--- src/core/sfdpr_pkg.sv ---
// Package: constants for the discovery parameter store
package sfdpr_pkg;

  // ***************************************************************
  // Address map
  // ***************************************************************
  localparam int unsigned SFDPR_AW     = 16;           // Byte address width
  localparam logic [15:0] SFDPR_IDCFI_BASE = 16'h1000; // Parameter start
  localparam logic [15:0] SFDPR_CFI_BASE   = 16'h108e; // CFI-relative base
  localparam logic [15:0] SFDPR_SFDP_BASE  = 16'h1090; // SFDP-relative base
  localparam logic [15:0] SFDPR_CFI_SKEW   = 16'h0002; // SFDP minus CFI
  localparam logic [7:0]  SFDPR_NBYTES     = 8'h0e;    // CFI bytes 00h..0Dh
  localparam int unsigned SFDPR_IW         = 4;        // Table index width

  // ***************************************************************
  // Byte values
  // ***************************************************************
  localparam logic [7:0] SFDPR_PARAM_ID   = 8'ha5; // Discovery parameter id
  localparam logic [7:0] SFDPR_PARAM_LEN  = 8'hb0; // Bytes that follow
  localparam logic [7:0] SFDPR_DW1_B0     = 8'he7; // Capability bits
  localparam logic [7:0] SFDPR_DW1_B1     = 8'hff; // No 4KB erase opcode
  localparam logic [7:0] SFDPR_DW1_B2     = 8'hfb; // Read mode support
  localparam logic [7:0] SFDPR_DW1_B3     = 8'hff; // Unused byte
  localparam logic [7:0] SFDPR_DENS_LO    = 8'hff; // Density low bytes
  localparam logic [7:0] SFDPR_DENS_HI    = 8'h03; // Density top byte
  localparam logic [7:0] SFDPR_QIO_WAIT   = 8'h48; // 1-4-4 mode/dummy
  localparam logic [7:0] SFDPR_QIO_OP     = 8'heb; // 1-4-4 opcode
  localparam logic [7:0] SFDPR_QO_WAIT    = 8'h08; // 1-1-4 mode/dummy
  localparam logic [7:0] SFDPR_QO_OP      = 8'h6b; // 1-1-4 opcode
  localparam logic [7:0] SFDPR_BLANK      = 8'hff; // Unmapped byte value

  // Read pipeline states
  typedef enum logic [0:0] {SFDPR_IDLE, SFDPR_LOAD} sfdpr_state_e;

endpackage

--- src/core/sfdpr_rom.sv ---
// Small registered lookup of the section-1 parameter bytes
`timescale 1ns/1ps

module sfdpr_rom
  import sfdpr_pkg::*;
(
  // Clock
  input  wire logic                ref_clk_i,
  // Lookup
  input  wire logic [SFDPR_IW-1:0] idx_i,
  output logic      [7:0]          data_o
);

  // ***************************************************************
  // Constant table, no write path exists at all
  // ***************************************************************
  logic [7:0] rom_d; // Combinational table value

  // Table lookup by CFI-relative index
  always_comb
  begin
    case (idx_i)
      4'h0:    rom_d = SFDPR_PARAM_ID;
      4'h1:    rom_d = SFDPR_PARAM_LEN;
      4'h2:    rom_d = SFDPR_DW1_B0;
      4'h3:    rom_d = SFDPR_DW1_B1;
      4'h4:    rom_d = SFDPR_DW1_B2;
      4'h5:    rom_d = SFDPR_DW1_B3;
      4'h6:    rom_d = SFDPR_DENS_LO;
      4'h7:    rom_d = SFDPR_DENS_LO;
      4'h8:    rom_d = SFDPR_DENS_LO;
      4'h9:    rom_d = SFDPR_DENS_HI;
      4'ha:    rom_d = SFDPR_QIO_WAIT;
      4'hb:    rom_d = SFDPR_QIO_OP;
      4'hc:    rom_d = SFDPR_QO_WAIT;
      4'hd:    rom_d = SFDPR_QO_OP;
      // Past the table; section 2 is not held in this store
      default: rom_d = SFDPR_BLANK;
    endcase
  end

  // Read data come out of a register
  always_ff @(posedge ref_clk_i)
  begin
    data_o <= rom_d;
  end

endmodule

--- src/core/sfdpr_top.sv ---
// Discovery parameter store: section-1 basic parameter read port
`timescale 1ns/1ps

module sfdpr_top
  import sfdpr_pkg::*;
(
  // Clock and reset
  input  wire logic                 ref_clk_i,
  input  wire logic                 rst_n_i,
  // Read request from the discovery-read engine
  input  wire logic                 rd_req_i,
  input  wire logic [SFDPR_AW-1:0]  rd_addr_i,
  // Read answer
  output logic                      rd_valid_o,
  output logic                      rd_hit_o,
  output logic      [7:0]           rd_data_o
);

  // ***************************************************************
  // Address decode
  // ***************************************************************
  logic [SFDPR_AW-1:0] cfi_off;   // Offset from the CFI base
  logic                in_sec1;   // Address inside this table
  logic [SFDPR_IW-1:0] idx;       // Table index

  // Both views land on one table: the SFDP base sits two bytes above
  // the CFI base, so one subtraction serves both numberings.
  always_comb
  begin
    cfi_off = rd_addr_i - SFDPR_CFI_BASE;
    in_sec1 = (rd_addr_i >= SFDPR_CFI_BASE) &&
              (cfi_off < {8'h00, SFDPR_NBYTES});
    idx     = cfi_off[SFDPR_IW-1:0];
  end

  // ***************************************************************
  // Lookup table
  // ***************************************************************
  logic [7:0] rom_data; // Registered table byte

  // The table has no write port, so nothing a host does can alter it
  sfdpr_rom u_rom
  (
    .ref_clk_i (ref_clk_i),
    .idx_i     (idx),
    .data_o    (rom_data)
  );

  // ***************************************************************
  // Two-stage answer pipeline
  // ***************************************************************
  sfdpr_state_e state_q;   // LOAD while table read is in flight
  logic         hit_q;     // Request fell inside section 1

  // Track the request through the registered lookup
  always_ff @(posedge ref_clk_i)
  begin
    if (!rst_n_i)
    begin
      state_q <= SFDPR_IDLE;
      hit_q   <= 1'b0;
    end
    else
    begin
      case (state_q)
        SFDPR_IDLE:
        begin
          // Accept a request, remember whether it mapped
          if (rd_req_i)
          begin
            state_q <= SFDPR_LOAD;
          end
          hit_q <= in_sec1;
        end
        SFDPR_LOAD:
        begin
          // Table byte is ready now; a new request may follow at once
          state_q <= rd_req_i ? SFDPR_LOAD : SFDPR_IDLE;
          hit_q   <= in_sec1;
        end
        default:
        begin
          state_q <= SFDPR_IDLE;
          hit_q   <= 1'b0;
        end
      endcase
    end
  end

  // Answer registers; unmapped bytes read as all ones, which leaves room
  // for the density-dependent section 2 to be spliced in after 0Dh
  always_ff @(posedge ref_clk_i)
  begin
    if (!rst_n_i)
    begin
      rd_valid_o <= 1'b0;
      rd_hit_o   <= 1'b0;
      rd_data_o  <= SFDPR_BLANK;
    end
    else
    begin
      rd_valid_o <= (state_q == SFDPR_LOAD);
      rd_hit_o   <= (state_q == SFDPR_LOAD) && hit_q;
      if (state_q == SFDPR_LOAD)
      begin
        rd_data_o <= hit_q ? rom_data : SFDPR_BLANK;
      end
    end
  end

endmodule

--- config.mk ---
export PLATFORM = sky130hd
export DESIGN_NAME = sfdpr_top
export DESIGN_NICKNAME = d
export VERILOG_FILES = /design/src/core/sfdpr_pkg.sv /design/src/core/sfdpr_rom.sv /design/src/core/sfdpr_top.sv
export SDC_FILE = /design/constraint.sdc
export NUM_CORES = 1
export LEC_CHECK = 0
export ABC_AREA = 1
export BUFFER_PORTS_ARGS = -buffer_cell sky130_fd_sc_hd__buf_4
export CAP_MARGIN = 40
export CORE_UTILIZATION = 52
export DETAILED_ROUTE_END_ITERATION = 10
export PLACE_DENSITY = 0.78
export SLEW_MARGIN = 20
export SYNTH_ARGS = -nofsm -noshare
export SYNTH_HDL_FRONTEND = slang
export SYNTH_SLANG_ARGS = --single-unit
--- constraint.sdc ---
create_clock -name ref_clk_i -period 1.2 [get_ports ref_clk_i]
set_input_delay 0.12 -clock ref_clk_i [delete_from_list [all_inputs] [get_ports ref_clk_i]]
set_output_delay 0.12 -clock ref_clk_i [all_outputs]
set_load 0.01 [all_outputs]
After elaboration in Yosys (flattened, before gate mapping)
Memories as Yosys holds them, arrays and structs flattened. A register that Yosys moved wholly into a read port is not among the register bits.
Cells that the tools add are included.
{ "word_totals": {"ff_bits": 12, "latchBits": 0, "mem_bits_rw": 0, "mem_bits_ro": 128, "input_bits": 19, "wordCells": 13, "mem_count": 1} }
{ "classes": {"add_sub_neg": 1, "n_mul": 0, "n_div": 0, "order_cmp": 2, "n_eq_ne": 0, "shift": 0, "muxes": 2, "bitwise": 0, "n_reduce_logical": 2} }
{ "mem_list": {"columns": ["memory", "words", "width", "rd", "rd_clocked_by_memory_dff", "write_ports", "line_no", "text"], "rows": [
  ["(name not given)", 16, 8, 1, 1, 0, "sfdpr_rom.sv:22", "case (idx_i)"]
]} }
{ "op_table": {"columns": ["operator", "n"], "rows": [
  ["16-bit by 13-bit >= comparator with 1-bit output (second input constant)", 1],
  ["16-bit by 4-bit < comparator with 1-bit output (second input constant)", 1],
  ["16-bit by 13-bit subtractor with 16-bit output (second input constant)", 1],
  ["8-bit 2-to-1 mux", 1],
  ["1-bit logical AND", 2],
  ["1-bit 2-to-1 mux", 1]
]} }

Logic depth before layout (Yosys ltp)
{ "depth": {"depth_word": 3, "depth_mapped": 10, "mapped_depth_nobuf": 10} }

By module
From an unflattened synthesis, not the netlist that was laid out.
{ "unflattened": {"cells_unflattened": 173, "hier_area_um2": 1154.9} }
{ "modules_own_cells": {"columns": ["module", "instances", "cells_per_inst", "area_per_inst_um2"], "rows": [
  ["sfdpr_top", 1, 132, 804.5],
  ["sfdpr_rom", 1, 41, 350.3]
]} }

Worst setup path after synthesis
OpenSTA, ideal clock, no wires.
{ "synth_path": {"kind": "input to register", "start": "input port rd_addr_i[1]", "end": "register hit_q", "arrival_ps": 1035, "slack_ps": 54, "path_stages": 9, "path_buffers": 0, "path_cell_list": "ha_1 -> nand2_1 -> inv_1 -> nor2_2 -> nand3_1 -> nand4_1 -> nor2_1 -> nand2_1 -> nor2_1"} }
{ "synth_between": {"elab_chain_cells": 3, "elab_cells_between_ends": 4, "classes_between": "1 x add/sub; 2 x order compare; 1 x reduce/logical"} }
{ "synth_lines": {"columns": ["element", "line_no", "text"], "rows": [
  ["start, declared", "sfdpr_top.sv:12", "input wire logic [SFDPR_AW-1:0] rd_addr_i,"],
  ["16-bit by 13-bit subtractor with 16-bit output", "sfdpr_top.sv:30", "cfi_off = rd_addr_i - SFDPR_CFI_BASE;"],
  ["16-bit by 4-bit < comparator with 1-bit output", "sfdpr_top.sv:32", "(cfi_off < {8'h00, SFDPR_NBYTES});"],
  ["1-bit logical AND *", "sfdpr_top.sv:31", "in_sec1 = (rd_addr_i >= SFDPR_CFI_BASE) &&"],
  ["end signal, assigned", "sfdpr_top.sv:73", "hit_q <= in_sec1;"],
  ["end signal, assigned", "sfdpr_top.sv:79", "hit_q <= in_sec1;"],
  ["end, declared", "sfdpr_top.sv:53", "logic hit_q;"]
]} }
Mark *: on every way between the ends. The rest lies on a longest branch, timed or not.
A chain may end at the register's enable or synchronous reset.

Worst setup path in the final report
Ends and elaborated chain as after synthesis.

==> run_results.csv <==
group,metric,value,unit
place,finalWeightedCongestion,0.8966,
detailed_routing,first_iter_violations,21,
clock_network,hold_buffers,0,
timing,setup_tns,0,ns
floorplanning,core_area,0.002191,mm^2
place,placed_cell_area,0.001468,mm^2
worst_setup_path,critical_path.top_delay_family,"simple AND/OR/NAND/NOR gates",
timing,skew,0.009967,ns
floorplanning,dieArea,0.002501,mm^2
place,dpl.hpwl,2192,um
worst_setup_path,worstSetupStartpointType,"primary input",
timing,postLayoutSetupSlackWorst,0.1672,ns
finish,stdcell_count,246,
worst_setup_path,path_max_fanout,4,
detailed_routing,num_vias,1208,
timing,setup_viol,0,
floorplanning,die_h,50.01,um
finish,nNetsFinal,245,
timing,finalMaxSlewViolations,0,
timing,hold_violations,0,
global_route,grt_max_degree,13,
logic_synthesis,synth_cell_types,23,
logic_synthesis,synth.avg_cell_area,6.514,um^2
worst_setup_path,cp-end-kind,"flop",
global_route,first_global_vias,1124,
global_route,grt_use_met1,27.80,%
worst_setup_path,arrival,1.27,ns
timing,relSlewSlack,80.36,%
power_and_ir_drop,total_power,1.533,mW
worst_setup_path,crit_chain,"buf_4, ha_1, nand2_1, nand3_1, nand3_1, nand2_1, nand2_1, nand2_1, nor2_2, nand3_1, nor2_1",
power_and_ir_drop,powerDensity,1009,mW/mm^2
clock_network,htreeDepth,1,
worst_setup_path,path_class,"primary input to flop",
clock_network,clk_latency,0.29,ns
floorplanning,num_io_pins,29,
logic_synthesis,syn_area,0.001199,mm^2
status,status,"completed",
hold_path,hp-class,"primary input to flop",
worst_setup_path,cpMostUsedCell,"nand2_1",
finish,post-route-util,69.39,%
global_route,grtUsageTotal,23.62,%
detailed_routing,wl_per_cell,10.65,um
worst_setup_path,slowest_delay,0.20,ns
clock_network,cts_setup_buffers,0,
global_route,grt_pass1_wl,4526,um
finish,layout_commonest_cell,"nand2_1",
detailed_routing,antenna_left,0,
global_route,busiest_layer,"met2",
floorplanning,die_w,50.01,um
power_and_ir_drop,p_leak,0.7700,nW
clock_network,cts-buffers-inserted,3,
logic_synthesis,ys_ff_latch,20,
finish,fin_area,0.001520,mm^2
worst_setup_path,cp_data_required_time,1.43,ns
timing,finalCriticalPeriod,1.033,ns
logic_synthesis,synthCells,184,
worst_setup_path,crit_buf_inv,1,
clock_network,clockBufferDepth,2,
timing,worstMarginPinSlew,0.2942,ns
clock_network,root_buffer,"clkbuf_4",
place,place.port_buffers,28,
clock_network,cts_resized,0,
detailed_routing,first_pass_iters,5,
global_route,antenna_found_initial,0,
power_and_ir_drop,vdd_drop_max,0.8363,mV
clock_network,cts_tree,"done",
logic_synthesis,ys_seq_area_share,33.40,%
floorplanning,start_util,54.71,%
timing,rsz0062_at_grt,"no",
logic_synthesis,syn_nets,210,
finish,area_growth,26.83,%
detailed_routing,drc_errors,0,
flow_run,maxCapViolCount,0,
detailed_routing,avgViaCountPerCell,4.911,
global_route,use_met3,0.9259,%
global_route,grtUsageMet2,42.89,%
worst_setup_path,cpMaxStageDelayCell,"ha_1",
logic_synthesis,synth_warnings,0,
global_route,grt_overflow,0,
floorplanning,fp-row-count,17,
clock_network,clk_pin_slew,0.10,ns
finish,layout-drive-gt1-share,22.48,%
finish,most-common-layout-cells,"48 x nand2_1, 33 x buf_4, 25 x inv_1, 21 x nor2_1, 20 x dfxtp_1",
detailed_routing,routed_wirelength,2620,um
timing,hold-worst-slack,0.02454,ns
place,dp_slack,-0.1378,ns
finish,antenna_cells,0,
clock_network,cts.sinks,20,
place,post-place-cells,242,
timing,clock.fmax,968.2,MHz
timing,fin_crit_sh,86.07,%
[logic make-up (layout without fill, tap and decap cells)]
group / Yosys count / count (layout) / share of synthesized area [%]
and+or+nand+nor: 106 / 106 / 39.35
buffers and inverters: 29 / 63 / 9.289
AOI/OAI and AO/OA: 20 / 20 / 9.186
DFF: 20 / 20 / 33.40
adders and majority gates: 7 / 7 / 7.307
xor gates and xnor gates: 2 / 2 / 1.462
[flip-flops by register name, indices dropped and copies added, names as in the netlist]
register and flops:
hit_q 1, u_rom.data_o 8, rd_data_o 8, rd_valid_o 1, state_q 1, rd_hit_o 1
[layer usage]
| metal | share of wire [%] | wire length (um) |
|---|---|---|
| met4 | 1.0 | 27 |
| met3 | 3.8 | 99 |
| met5 | 0 | 0 |
| met2 | 49 | 1278 |
| met1 | 46 | 1214 |
[tightest hold or removal path, cell delays in order]
cell	delay [ns]
buf_4	0.08
nand2_1	0.04
inv_1	0.05
[Yosys cell counts]
cell / instances / area [um^2]
buf_2: 1 / 5.000
xor2_1: 2 / 17.52
o21ai_1: 1 / 5.000
inv_2: 1 / 3.750
nand3_1: 13 / 65.06
o211ai_1: 1 / 7.510
ha_1: 7 / 87.58
o21ai_0: 6 / 30.03
nand2_1: 48 / 180.2
nand2_2: 5 / 31.28
clkbuf_2: 1 / 5.000
nor2_2: 4 / 25.02
nor2_4: 2 / 22.52
dfxtp_1: 20 / 400.4
clkbuf_1: 1 / 3.750
nor3_1: 10 / 50.05
nand4_1: 3 / 18.77
inv_1: 25 / 93.84
o22ai_1: 3 / 18.77
a31oi_1: 1 / 6.260
o21bai_1: 1 / 7.510
a21oi_1: 7 / 35.03
nor2_1: 21 / 78.83
[where the power goes]
group | switching (mW) | internal [mW] | total [mW]
sequential | 0.0108 | 0.701 | 0.712
combinational | 0.172 | 0.123 | 0.295
clock | 0.189 | 0.338 | 0.526
total | 0.372 | 1.16 | 1.53
[final timing paths]
check / startpoint / endpoint / depth (start not counted) / slack, ns
max: rd_addr_i[1] / hit_q / 11 / 0.17
min: rd_req_i / state_q / 3 / 0.02
max reg2reg: hit_q / rd_data_o[4] / 3 / 0.23
min reg2reg: u_rom.data_o[5] / rd_data_o[5] / 2 / 0.46
[area by class of cell]
cell class / count / area, um^2
Fill cell: 204 / 670.6
Tap cell: 28 / 35.03
Clock inverter: 1 / 30.03
Inverter: 26 / 97.59
Timing Repair Buffer: 33 / 247.7
Sequential cell: 20 / 400.4
Clock buffer: 3 / 22.52
Multi-Input combinational cell: 135 / 686.9
(Power assumes the default switching activity.)
